**config.mk**
```make
export PLATFORM = sky130hd
export DESIGN_NAME = i2c_master_core
export DESIGN_NICKNAME = d
export VERILOG_FILES = /design/src/include/i2c_master_pkg.sv /design/src/design/i2c_master_core.sv
export VERILOG_INCLUDE_DIRS = /design/src /design/src/include
export SDC_FILE = /design/constraint.sdc
export NUM_CORES = 1
export LEC_CHECK = 0
export ABC_AREA = 1
export BUFFER_PORTS_ARGS = -buffer_cell sky130_fd_sc_hd__buf_2
export CAP_MARGIN = 25
export CORE_MARGIN = 5
export CORE_UTILIZATION = 57
export CTS_CLUSTER_DIAMETER = 60
export DETAILED_ROUTE_END_ITERATION = 7
export MAX_ROUTING_LAYER = met4
export PLACE_DENSITY = 0.84
export SYNTH_ARGS = -nofsm -noshare
export SYNTH_HDL_FRONTEND = slang
export SYNTH_SLANG_ARGS = --single-unit
```
**constraint.sdc**
```tcl
create_clock -name mclk -period 3.3 [get_ports mclk]
set_input_delay 0.99 -clock mclk [delete_from_list [all_inputs] [get_ports mclk]]
set_output_delay 0.99 -clock mclk [all_outputs]
set_load 0.005 [all_outputs]
```
**src/include/i2c_master_regs.svh**
```systemverilog
/*
  register indices, field positions, reset values and timing counts of the
  two-wire bus master. assumes a 250 MHz mclk and word-indexed bus access.
*/
`ifndef I2C_MASTER_REGS_SVH
`define I2C_MASTER_REGS_SVH
// ----------------------------------------
// register indices (byte address = 4 * index)
// ----------------------------------------
`define IDX_CONTROL   3'h0
`define IDX_STATUS1   3'h1
`define IDX_STATUS2   3'h2
`define IDX_CLKSETUP  3'h3
`define IDX_DATA      3'h6
// ----------------------------------------
// field positions
// ----------------------------------------
`define CR_ENABLE     5
`define CR_START      3
`define CR_ACK        2
`define CR_STOP       1
`define CR_IRQ        0
`define SR1_EVENT     7
`define SR1_DIR       5
`define SR1_DONE      3
`define SR1_MASTER    1
`define SR1_STARTED   0
`define SR2_ACKFAIL   4
`define CCR_SPEED     7
// ----------------------------------------
// reset values
// ----------------------------------------
`define RST_CONTROL   8'h00
`define RST_CLKSETUP  8'h00
`define RST_DATA      8'h00
// ----------------------------------------
// timing: quarter of a bus clock period
// ----------------------------------------
`define MCLK_MHZ         250
`define STD_QUARTER_NS   2500
`define FAST_QUARTER_NS  625
`define STD_QUARTER_CYC  ((`STD_QUARTER_NS * `MCLK_MHZ) / 1000)
`define FAST_QUARTER_CYC ((`FAST_QUARTER_NS * `MCLK_MHZ) / 1000)
`define DIV_STEP_CYC     4
`endif

```
**src/include/i2c_master_pkg.sv**
```systemverilog
/*
  types of the two-wire bus master: phases, control fields, pin groups.
  assumes nothing of its surroundings.
*/
package i2c_master_pkg;
  typedef enum logic [2:0] {ST_IDLE, ST_START, ST_HOLD, ST_BIT, ST_STOP} phase_e;
  typedef struct packed {
    logic enable;
    logic start;
    logic ack_en;
    logic stop;
    logic irq_allow;
  } ctl_s;
  typedef struct packed {
    logic scl;
    logic sda;
  } pins_in_s;
  typedef struct packed {
    logic scl_out;
    logic scl_oe;
    logic sda_out;
    logic sda_oe;
  } pins_out_s;
endpackage : i2c_master_pkg

```
**src/design/i2c_master_core.sv**
```systemverilog
/*
  single-master two-wire bus interface: control, status, clock setup and data
  registers behind an avalon-mm slave, plus the bit engine driving the pins.
  assumes open-drain pads resolved outside; pin inputs are asynchronous.
*/
// The Avalon-MM register port and the register offsets were left to the implementer.
`timescale 1ns/1ps
`include "i2c_master_regs.svh"
`default_nettype none
module i2c_master_core (
  input  wire logic                       mclk,
  input  wire logic                       rst,
  input  wire logic [2:0]                 address,
  input  wire logic                       read,
  input  wire logic                       write,
  input  wire logic [31:0]                writedata,
  output var  logic [31:0]                readdata,
  output var  logic                       waitrequest,
  input  wire i2c_master_pkg::pins_in_s   pin_in,
  output var  i2c_master_pkg::pins_out_s  pin_out,
  output var  logic                       irq
);
  import i2c_master_pkg::*;

  // ----------------------------------------
  // declarations
  // ----------------------------------------
  logic [1:0]  scl_sync_reg, sda_sync_reg;
  logic        ack_reg;
  logic [31:0] readdata_reg;
  ctl_s        ctl_reg;
  logic [7:0]  clk_setup_reg, data_reg, shift_reg;
  phase_e      state_reg;
  logic [1:0]  qph_reg;
  logic [3:0]  bit_reg;
  logic [11:0] qcnt_reg;
  logic        scl_low_reg, sda_low_reg, tx_mode_reg, nack_reg, irq_reg;
  logic        start_sent_reg, byte_done_reg, dir_reg, addr_evt_reg, ack_fail_reg;
  logic        start_sent_next, byte_done_next, dir_next, addr_evt_next, ack_fail_next;
  logic        event_reg, master_reg, armed_reg, tx_pend_reg, rx_pend_reg;
  logic        addr_next_reg, addr_byte_reg, rx_dir_reg;

  function automatic logic hit(input logic [2:0] idx);
    return address == idx;
  endfunction : hit

  function automatic logic [11:0] quarter_len(input logic [7:0] setup);
    logic [11:0] base;
    base = setup[`CCR_SPEED] ? 12'(`FAST_QUARTER_CYC) : 12'(`STD_QUARTER_CYC);
    return 12'(base + 12'(setup[6:0]) * 12'(`DIV_STEP_CYC));
  endfunction : quarter_len

  // level to drive low for a bit slot; slot 8 is the acknowledge
  function automatic logic drive_low(input logic tx, input logic [3:0] idx,
                                     input logic msb, input logic ack);
    if (idx == 4'd8) return tx ? 1'b0 : ack;
    return tx ? ~msb : 1'b0;
  endfunction : drive_low

  // ----------------------------------------
  // pin synchronisers
  // ----------------------------------------
  always_ff @(posedge mclk or posedge rst) begin
    if (rst) begin
      scl_sync_reg <= 2'h3;
      sda_sync_reg <= 2'h3;
    end else begin
      scl_sync_reg <= {scl_sync_reg[0], pin_in.scl};
      sda_sync_reg <= {sda_sync_reg[0], pin_in.sda};
    end
  end
  wire scl_s = scl_sync_reg[1];
  wire sda_s = sda_sync_reg[1];

  // ----------------------------------------
  // bus slave: one wait cycle, then accept
  // ----------------------------------------
  assign waitrequest = (read | write) & ~ack_reg;
  wire rd_acc = read & ack_reg;
  wire wr_acc = write & ack_reg;
  wire [7:0] wbyte = writedata[7:0];

  always_ff @(posedge mclk or posedge rst) begin
    if (rst) ack_reg <= 1'b0;
    else ack_reg <= (read | write) & ~ack_reg;
  end

  // read value is latched in the wait cycle and stands at the accept edge
  always_ff @(posedge mclk or posedge rst) begin
    if (rst) begin
      readdata_reg <= 32'h0000_0000;
    end else if (read & ~ack_reg) begin
      unique case (address)
        `IDX_CONTROL:  readdata_reg <= {26'h0, ctl_reg.enable, 1'b0, ctl_reg.start,
                                        ctl_reg.ack_en, ctl_reg.stop, ctl_reg.irq_allow};
        `IDX_STATUS1:  readdata_reg <= {24'h0, event_reg, 1'b0, dir_reg, 1'b0,
                                        byte_done_reg, 1'b0, master_reg,
                                        start_sent_reg};
        `IDX_STATUS2:  readdata_reg <= {27'h0, ack_fail_reg, 4'h0};
        `IDX_CLKSETUP: readdata_reg <= {24'h0, clk_setup_reg};
        `IDX_DATA:     readdata_reg <= {24'h0, data_reg};
        default:       readdata_reg <= 32'h0000_0000;
      endcase
    end
  end
  assign readdata = readdata_reg;

  // ----------------------------------------
  // bit engine strobes
  // ----------------------------------------
  wire active = (state_reg == ST_START) | (state_reg == ST_BIT) | (state_reg == ST_STOP);
  // slave holding scl low restarts the quarter count from its reload value
  wire stall = active & ~scl_low_reg & ~scl_s;
  wire tick = active & ~stall & (qcnt_reg == 12'h000);
  wire blk = start_sent_reg | byte_done_reg | addr_evt_reg;
  wire in_hold = (state_reg == ST_HOLD) & ~blk;
  wire go_stop = in_hold & ctl_reg.stop & master_reg;
  wire go_rst = in_hold & ~ctl_reg.stop & ctl_reg.start;
  wire load_tx = in_hold & ~ctl_reg.stop & ~ctl_reg.start & tx_pend_reg;
  wire load_rx = in_hold & ~ctl_reg.stop & ~ctl_reg.start & ~tx_pend_reg & rx_pend_reg;
  wire go_start = (state_reg == ST_IDLE) & ctl_reg.start & scl_s & sda_s;
  wire start_done = (state_reg == ST_START) & tick & (qph_reg == 2'd3);
  wire byte_end = (state_reg == ST_BIT) & tick & (qph_reg == 2'd3) & (bit_reg == 4'd8);
  wire stop_done = (state_reg == ST_STOP) & tick & (qph_reg == 2'd2);
  wire clr_drw = armed_reg & wr_acc & hit(`IDX_DATA);
  wire clr_drd = armed_reg & rd_acc & hit(`IDX_DATA);
  wire clr_crw = armed_reg & wr_acc & hit(`IDX_CONTROL);

  // ----------------------------------------
  // control, clock setup and data registers
  // ----------------------------------------
  always_ff @(posedge mclk or posedge rst) begin
    if (rst) begin
      ctl_reg <= ctl_s'(`RST_CONTROL);
    end else begin
      if (!ctl_reg.enable) begin
        ctl_reg.start     <= 1'b0;
        ctl_reg.ack_en    <= 1'b0;
        ctl_reg.irq_allow <= 1'b0;
      end
      if (start_done) ctl_reg.start <= 1'b0;
      if (stop_done) ctl_reg.stop <= 1'b0;
      if (wr_acc && hit(`IDX_CONTROL)) begin
        ctl_reg.enable <= wbyte[`CR_ENABLE];
        // first write while disabled only switches the unit on
        if (ctl_reg.enable) begin
          ctl_reg.start     <= wbyte[`CR_START];
          ctl_reg.ack_en    <= wbyte[`CR_ACK];
          ctl_reg.stop      <= wbyte[`CR_STOP];
          ctl_reg.irq_allow <= wbyte[`CR_IRQ];
        end
      end
    end
  end

  // setup is untouched by disable
  always_ff @(posedge mclk or posedge rst) begin
    if (rst) clk_setup_reg <= `RST_CLKSETUP;
    else if (wr_acc && hit(`IDX_CLKSETUP)) clk_setup_reg <= wbyte;
  end

  always_ff @(posedge mclk or posedge rst) begin
    if (rst) data_reg <= `RST_DATA;
    else if (byte_end && !tx_mode_reg) data_reg <= shift_reg;
    else if (wr_acc && hit(`IDX_DATA)) data_reg <= wbyte;
  end

  // ----------------------------------------
  // quarter-period divider
  // ----------------------------------------
  always_ff @(posedge mclk or posedge rst) begin
    if (rst) qcnt_reg <= 12'h000;
    else if (!active || stall || tick) qcnt_reg <= quarter_len(clk_setup_reg);
    else qcnt_reg <= qcnt_reg - 12'h001;
  end

  // ----------------------------------------
  // bus sequencer
  // ----------------------------------------
  always_ff @(posedge mclk or posedge rst) begin
    if (rst) begin
      state_reg   <= ST_IDLE;
      qph_reg     <= 2'd0;
      bit_reg     <= 4'd0;
      shift_reg   <= 8'h00;
      scl_low_reg <= 1'b0;
      sda_low_reg <= 1'b0;
      tx_mode_reg <= 1'b0;
      nack_reg    <= 1'b0;
    end else if (!ctl_reg.enable) begin
      state_reg   <= ST_IDLE;
      scl_low_reg <= 1'b0;
      sda_low_reg <= 1'b0;
    end else begin
      unique case (state_reg)
        ST_IDLE: begin
          scl_low_reg <= 1'b0;
          sda_low_reg <= 1'b0;
          if (go_start) begin
            state_reg   <= ST_START;
            qph_reg     <= 2'd2;
            sda_low_reg <= 1'b1;
          end
        end
        ST_HOLD: begin
          // a lone ack failure lets go of the clock
          scl_low_reg <= blk | ~ack_fail_reg;
          if (go_stop) begin
            state_reg   <= ST_STOP;
            qph_reg     <= 2'd0;
            scl_low_reg <= 1'b1;
            // a released clock must fall first, else sda falling reads as a start
            sda_low_reg <= scl_low_reg;
          end else if (go_rst) begin
            state_reg   <= ST_START;
            qph_reg     <= 2'd0;
            scl_low_reg <= 1'b1;
            sda_low_reg <= 1'b0;
          end else if (load_tx || load_rx) begin
            state_reg   <= ST_BIT;
            qph_reg     <= 2'd0;
            bit_reg     <= 4'd0;
            tx_mode_reg <= load_tx;
            shift_reg   <= load_tx ? data_reg : 8'h00;
            scl_low_reg <= 1'b1;
            sda_low_reg <= drive_low(load_tx, 4'd0, data_reg[7], ctl_reg.ack_en);
          end
        end
        ST_START: begin
          if (tick) begin
            qph_reg <= qph_reg + 2'd1;
            unique case (qph_reg)
              2'd0: scl_low_reg <= 1'b0;
              2'd1: sda_low_reg <= 1'b1;
              2'd2: scl_low_reg <= 1'b1;
              2'd3: state_reg <= ST_HOLD;
            endcase
          end
        end
        ST_BIT: begin
          if (tick) begin
            qph_reg <= qph_reg + 2'd1;
            unique case (qph_reg)
              2'd0: scl_low_reg <= 1'b0;
              2'd1: begin
                if (bit_reg == 4'd8) nack_reg <= sda_s;
                else shift_reg <= {shift_reg[6:0], sda_s};
              end
              2'd2: scl_low_reg <= 1'b1;
              2'd3: begin
                if (bit_reg == 4'd8) begin
                  state_reg   <= ST_HOLD;
                  sda_low_reg <= 1'b0;
                end else begin
                  bit_reg     <= bit_reg + 4'd1;
                  sda_low_reg <= drive_low(tx_mode_reg, bit_reg + 4'd1, shift_reg[7],
                                           ctl_reg.ack_en);
                end
              end
            endcase
          end
        end
        ST_STOP: begin
          if (qph_reg == 2'd0) sda_low_reg <= 1'b1;
          if (tick) begin
            qph_reg <= qph_reg + 2'd1;
            if (qph_reg == 2'd0) scl_low_reg <= 1'b0;
            if (qph_reg == 2'd1) sda_low_reg <= 1'b0;
            if (qph_reg == 2'd2) state_reg <= ST_IDLE;
          end
        end
      endcase
    end
  end

  // ----------------------------------------
  // status flags: clears first, sets last so a set wins
  // ----------------------------------------
  always_comb begin
    start_sent_next = start_sent_reg;
    byte_done_next  = byte_done_reg;
    dir_next        = dir_reg;
    addr_evt_next   = addr_evt_reg;
    ack_fail_next   = ack_fail_reg;
    if (clr_drw) start_sent_next = 1'b0;
    if (dir_reg ? clr_drw : clr_drd) begin
      byte_done_next = 1'b0;
      dir_next       = 1'b0;
    end
    if (clr_crw) addr_evt_next = 1'b0;
    // only a failure that software actually saw is cleared by the read
    if (rd_acc && hit(`IDX_STATUS2) && readdata_reg[`SR2_ACKFAIL]) ack_fail_next = 1'b0;
    if (start_done) start_sent_next = 1'b1;
    if (byte_end) begin
      if (tx_mode_reg && nack_reg) ack_fail_next = 1'b1;
      else if (tx_mode_reg && addr_byte_reg) addr_evt_next = 1'b1;
      else if (tx_mode_reg || ctl_reg.ack_en) begin
        byte_done_next = 1'b1;
        dir_next       = tx_mode_reg;
      end
    end
  end

  always_ff @(posedge mclk or posedge rst) begin
    if (rst) begin
      start_sent_reg <= 1'b0;
      byte_done_reg  <= 1'b0;
      dir_reg        <= 1'b0;
      addr_evt_reg   <= 1'b0;
      ack_fail_reg   <= 1'b0;
      event_reg      <= 1'b0;
    end else begin
      start_sent_reg <= start_sent_next;
      byte_done_reg  <= byte_done_next;
      dir_reg        <= dir_next;
      addr_evt_reg   <= addr_evt_next;
      ack_fail_reg   <= ack_fail_next;
      event_reg      <= start_sent_next | byte_done_next | addr_evt_next
                        | ack_fail_next;
      // disable clears synchronously: the async branch stays constant-only
      if (!ctl_reg.enable) begin
        {start_sent_reg, byte_done_reg, dir_reg} <= 3'h0;
        {addr_evt_reg, ack_fail_reg, event_reg}  <= 3'h0;
      end
    end
  end

  // ----------------------------------------
  // mode and pending-transfer bookkeeping
  // ----------------------------------------
  wire dr_wr = wr_acc & hit(`IDX_DATA) & master_reg;
  always_ff @(posedge mclk or posedge rst) begin
    if (rst) begin
      master_reg    <= 1'b0;
      armed_reg     <= 1'b0;
      tx_pend_reg   <= 1'b0;
      rx_pend_reg   <= 1'b0;
      addr_next_reg <= 1'b0;
      addr_byte_reg <= 1'b0;
      rx_dir_reg    <= 1'b0;
    end else begin
      if (rd_acc && hit(`IDX_STATUS1)) armed_reg <= 1'b1;
      else if ((rd_acc || wr_acc) && (hit(`IDX_DATA) || hit(`IDX_CONTROL))) armed_reg <= 1'b0;
      if (stop_done) master_reg <= 1'b0;
      else if (go_start) master_reg <= 1'b1;
      if (load_tx) tx_pend_reg <= 1'b0;
      if (dr_wr && (addr_next_reg || !rx_dir_reg)) begin
        tx_pend_reg   <= 1'b1;
        addr_byte_reg <= addr_next_reg;
        addr_next_reg <= 1'b0;
        if (addr_next_reg) rx_dir_reg <= wbyte[0];
      end
      if (start_done) addr_next_reg <= 1'b1;
      if (load_rx || stop_done || start_done) rx_pend_reg <= 1'b0;
      if ((clr_crw && addr_evt_reg && rx_dir_reg)
          || (rd_acc && hit(`IDX_DATA) && master_reg && rx_dir_reg && !addr_next_reg))
        rx_pend_reg <= 1'b1;
      if (!ctl_reg.enable) begin
        {master_reg, armed_reg, tx_pend_reg, rx_pend_reg} <= 4'h0;
        {addr_next_reg, addr_byte_reg, rx_dir_reg}        <= 3'h0;
      end
    end
  end

  always_ff @(posedge mclk or posedge rst) begin
    if (rst) irq_reg <= 1'b0;
    else irq_reg <= ctl_reg.irq_allow
                    & (byte_done_reg | start_sent_reg | ack_fail_reg);
  end

  assign irq = irq_reg;
  assign pin_out = '{scl_out: 1'b0, scl_oe: scl_low_reg, sda_out: 1'b0, sda_oe: sda_low_reg};
endmodule : i2c_master_core
`default_nettype wire

```
# Yosys cells after proc, flatten, opt, wreduce, memory -nomap -nowiden
# Cells that the tools add are included.
dict set report word_totals {
  ff_bits 105
  in_bits 41
  out_inout_bits 38
  wordCells 312
}
dict set report op_classes {
  n_addsub 4
  eq_ne 43
  muxes 125
  n_bitwise 58
  reduce_logical 48
}
# op count
set op_table {}
lappend op_table {{$mux W1} 80}
lappend op_table {{$mux W8} 9}
lappend op_table {{$pmux W8 S5} 1}
lappend op_table {{$mux W3} 12}
lappend op_table {{$and A1 B1 Y1} 35}
lappend op_table {{$mux W4} 8}
lappend op_table {{$ne A3 B2 Y1 const B} 7}
lappend op_table {{$logic_and A1 B1 Y1} 17}
lappend op_table {{$pmux W8 S2} 1}
lappend op_table {{$reduce_and A8 Y1} 2}
lappend op_table {{$ne A3 B1 Y1 const B} 5}
lappend op_table {{$pmux W3 S5} 1}
lappend op_table {{$reduce_and A5 Y1} 3}
lappend op_table {{$not A1 Y1} 13}
lappend op_table {{$eq A3 B2 Y1 const B} 4}
lappend op_table {{$logic_not A12 Y1} 1}
lappend op_table {{$mux W12} 1}
lappend op_table {{$mux W2} 6}
lappend op_table {{$ne A2 B1 Y1 const B} 6}
lappend op_table {{$ne A3 B3 Y1 const B} 4}
lappend op_table {{$sub A12 B1 Y12 const B} 1}
lappend op_table {{$add A10 B9 Y11} 1}
lappend op_table {{$logic_or A1 B1 Y1} 10}
lappend op_table {{$mux W10} 1}
lappend op_table {{other kinds (26)} 49}

# Depth between registers and ports, before layout
dict set report depth {
  word_depth 17
  mapped_depth 13
  ltp_nobuf 12
}

# Worst setup path after synthesis
# No wires, ideal clock.
dict set report synth_path {
  path_kind {input to output}
  start {input write}
  end {output waitrequest}
  arrival_ns 1.137
  required_ns 2.310
  setup_slack_ns 1.173
  stages 2
  path_buffers 0
  cell_sequence {nor2_1 > nor2_1}
}
dict set report synth_between {
  elab_chain_cells 2
}
# item line_no
set synth_lines {}
lappend synth_lines {{start: declaration} i2c_master_core.sv:15} ;# input wire logic write,
lappend synth_lines {{$or A1 B1 Y1} i2c_master_core.sv:78} ;# assign waitrequest = (read | write) & ~ack_reg;
lappend synth_lines {{$and A1 B1 Y1} i2c_master_core.sv:78}
lappend synth_lines {{end: declaration} i2c_master_core.sv:18} ;# output var logic waitrequest,
# Every way passes these cells.

# Worst setup path in the final report
dict set report layout_path {
  start {input read}
  end {output waitrequest}
}
dict set report layout_between {
  elab_chain_cells 2
}
# item line_no
set layout_lines {}
lappend layout_lines {{start: declaration} i2c_master_core.sv:14} ;# input wire logic read,
lappend layout_lines {{$or A1 B1 Y1} i2c_master_core.sv:78}
lappend layout_lines {{$and A1 B1 Y1} i2c_master_core.sv:78}
# Every way passes these cells.

==> out/qor.txt <==
Status: complete, no violations
Main synth FF type: dfrtp_1
Leak pwr: 0.00266 µW
Peak VDD IR: 336 µV
DRT antenna net count: 0
PostCTS Resize Cnt: 0
ANT cells: 0
Psw: 920 µW
Crit path DAT: 1410 ps
Critical Path RT: 2310 ps
Combinational power share: 24.3%
Synth async-reset ratio: 100%
HP Class: reg2reg
CTS max path bufs: 2
Total Die Area: 10800 µm²
Area grow syn2layout: 7.73%
Largest net degree at the start of global routing: 50
Slowest-stage cell, CP: nor2_1
Sw frac: 33.6%
Worst-Margin Slew: 662 ps
P per Cell Area: 509 nW/µm²
Via count of the routed design: 4389
Sequential share of power: 44.9%
Achievable Freq: 416 MHz
Final core occ: 62.4%
Vias/cell: 5.52
Relative slew margins: 55.5%
Synth warnings: 0
Setup TNS: 0 ps
Max Clock Skew: 12.3 ps
DIE HEIGHT: 104 µm
First-pass GRT wire length: 20300 µm
Placed Instance Area: 5160 µm²
Count of max-cap constraint violations: 0
Critical path's top delay family: buffers and inverters
Initial Util: 57.9%
Fin crit share: 72.8%
CP max stage delay: 140 ps
Routed wire per std cell: 15.1 µm
Mapped Area: 5000 µm²
Unrepaired setup endpoints after global routing: no
Commonest cells after routing, fill and taps aside: nand2_1 (149), inv_1 (83), dfrtp_1 (77)
GRT Util Overall: 23.3%
Most common cell after layout, fill and taps aside: nand2_1
CTS buffer count: 9
CTS root buf: clkbuf_8
Post-synth EDFFs: 0
# setup viols final: 0
Number of global-route vias before repair: 4233
Fin cells: 795
Core ar.: 8640 µm²
Total grt overflow: 0
Seq/Total Area, Yosys: 40.6%
Chip width: 104 µm
Crit path max fanout: 3
Reg clk slew, reported paths: 90 ps
Row cnt: 34
CTS tree: done
Final wirelength: 12000 µm
Buffers added on ports: 28
Final hold viol count: 0
Inst Count DP: 779
# hold bufs at CTS: 0
Clock power share: 30.9%
GPL Wtd Cong: 1.00
First-pass iteration count of the detailed router: 5
DRC viols: 0
Mapped Cells: 650
Post-CTS Setup Repair Bufs: 0
Worst path bufs/invs: 2
Fin area: 5390 µm²
Yosys reg bits: 81
Syn avg cell area: 7.70 µm²
Share of cells above drive strength 1: 13.8%
Library cells used by synthesis: 47
CP Capture Type: output pin
Clock Sinks: 81
Hpwl dp: 9190 µm
Fin crit period: 2400 ps
Slew Viols, Final: 0
Setup CP Type: in2out
Nets: 737
Setup crit start kind: input port
Boundary Pins: 79
Max reg flops: 12
H-tree depth: 3
Initial antenna violation count: 0
Total internal power: 1820 µW
Iteration-0 DRC Markers: 476
Crit-path cells: buf_2, nor2_1, nor2_1, buf_2
Clk_lat worst skew: 350 ps
-- layout make-up --
type / instances / area, µm²
inverters: 90 / 342
flip-flops and latches: 81 / 2030
clock inverters: 5 / 87.6
well taps: 108 / 135
multi-input cells: 467 / 2460
clock buffers: 11 / 141
fillers: 743 / 3250
repair buffers: 33 / 190
-- synthesized netlist by cell type (5+ instances only) --
master	number	share of area, %
o22ai_1	5	0.63
nand2_2	6	0.75
dfrtp_1	77	39
o21ai_2	9	1.6
nor2_2	7	0.88
o21a_1	8	1.2
o21ai_0	54	5.4
nor2_1	61	4.6
xor2_1	6	1.1
buf_4	28	4.2
clkbuf_1	6	0.45
nand4_1	15	1.9
inv_1	84	6.3
o211ai_1	10	1.5
nand3_1	37	3.7
nand2_1	149	11
ha_1	13	3.3
a21oi_1	20	2.0
-- worst reg2reg max path, stage by stage, from the launching register on --
cell,delay (ps)
dfrtp_1,460
ha_1,230
inv_1,70
fa_1,210
inv_1,50
o21ai_0,160
nand2_1,100
a21oi_1,140
o21ai_0,100
or2_2,280
nand3_1,70
nand2_1,50
-- power groups by stage --
| stage | Clock (µW) | Sequential, µW | Combinational (µW) |
|---|---|---|---|
| finish | 847 | 1230 | 665 |
| global route | 899 | 1250 | 758 |
| CTS | 849 | 1230 | 660 |
| detailed placement | 0 | 1250 | 656 |
| global placement | 0 | 1240 | 633 |
| floorplan | 0 | 1220 | 508 |
-- metal layers --
| layer | GRT usage [%] | part of all wire, % | up-vias |
|---|---|---|---|
| met5 | - | 0 | - |
| met4 | 8.23 | 2.5 | 0 |
| met3 | 4.23 | 6.7 | 35 |
| met2 | 37.6 | 49 | 168 |
| met1 | 29.7 | 42 | 2056 |
| li1 | - | - | 2130 |
-- kinds of logic (layout without fill, tap and decap cells) --
group	after synthesis	count (layout)	share of synthesized area, %
simple gates	295	295	27.1
other cells	1	26	0.0749
xor+xnor	9	9	1.58
mux	1	1	0.225
fa+ha+maj	14	14	3.65
flops	81	81	40.6
buf+inv	127	139	12.1
compound gates	122	122	14.7
-- metrics by stage --
stage                     setup slack, ps  hold slack (ps)  power [µW]
after floorplan                       237              345        1730
after global placement                837              346        1870
after detailed placement              829              349        1900
after CTS                             916              362        2740
after global routing                  862              369        2900
final                                 896              360        2740
-- worst paths after layout --
check | from | to | slack (ps) | cells past startpoint
worst max-delay path | read | waitrequest | 900 | 4
worst min-delay path | sda_sync_reg[0] | sda_sync_reg[1] | 360 | 0
worst max register to register | clk_setup_reg[7] | qcnt_reg[8] | 1290 | 11
worst min register to register | sda_sync_reg[0] | sda_sync_reg[1] | 360 | 0
max in group asynchronous | rst | sda_sync_reg[1] | 1910 | 3
min in group asynchronous | rst | clk_setup_reg[4] | 680 | 2
Note: power is estimated with default switching activity, not from simulation.
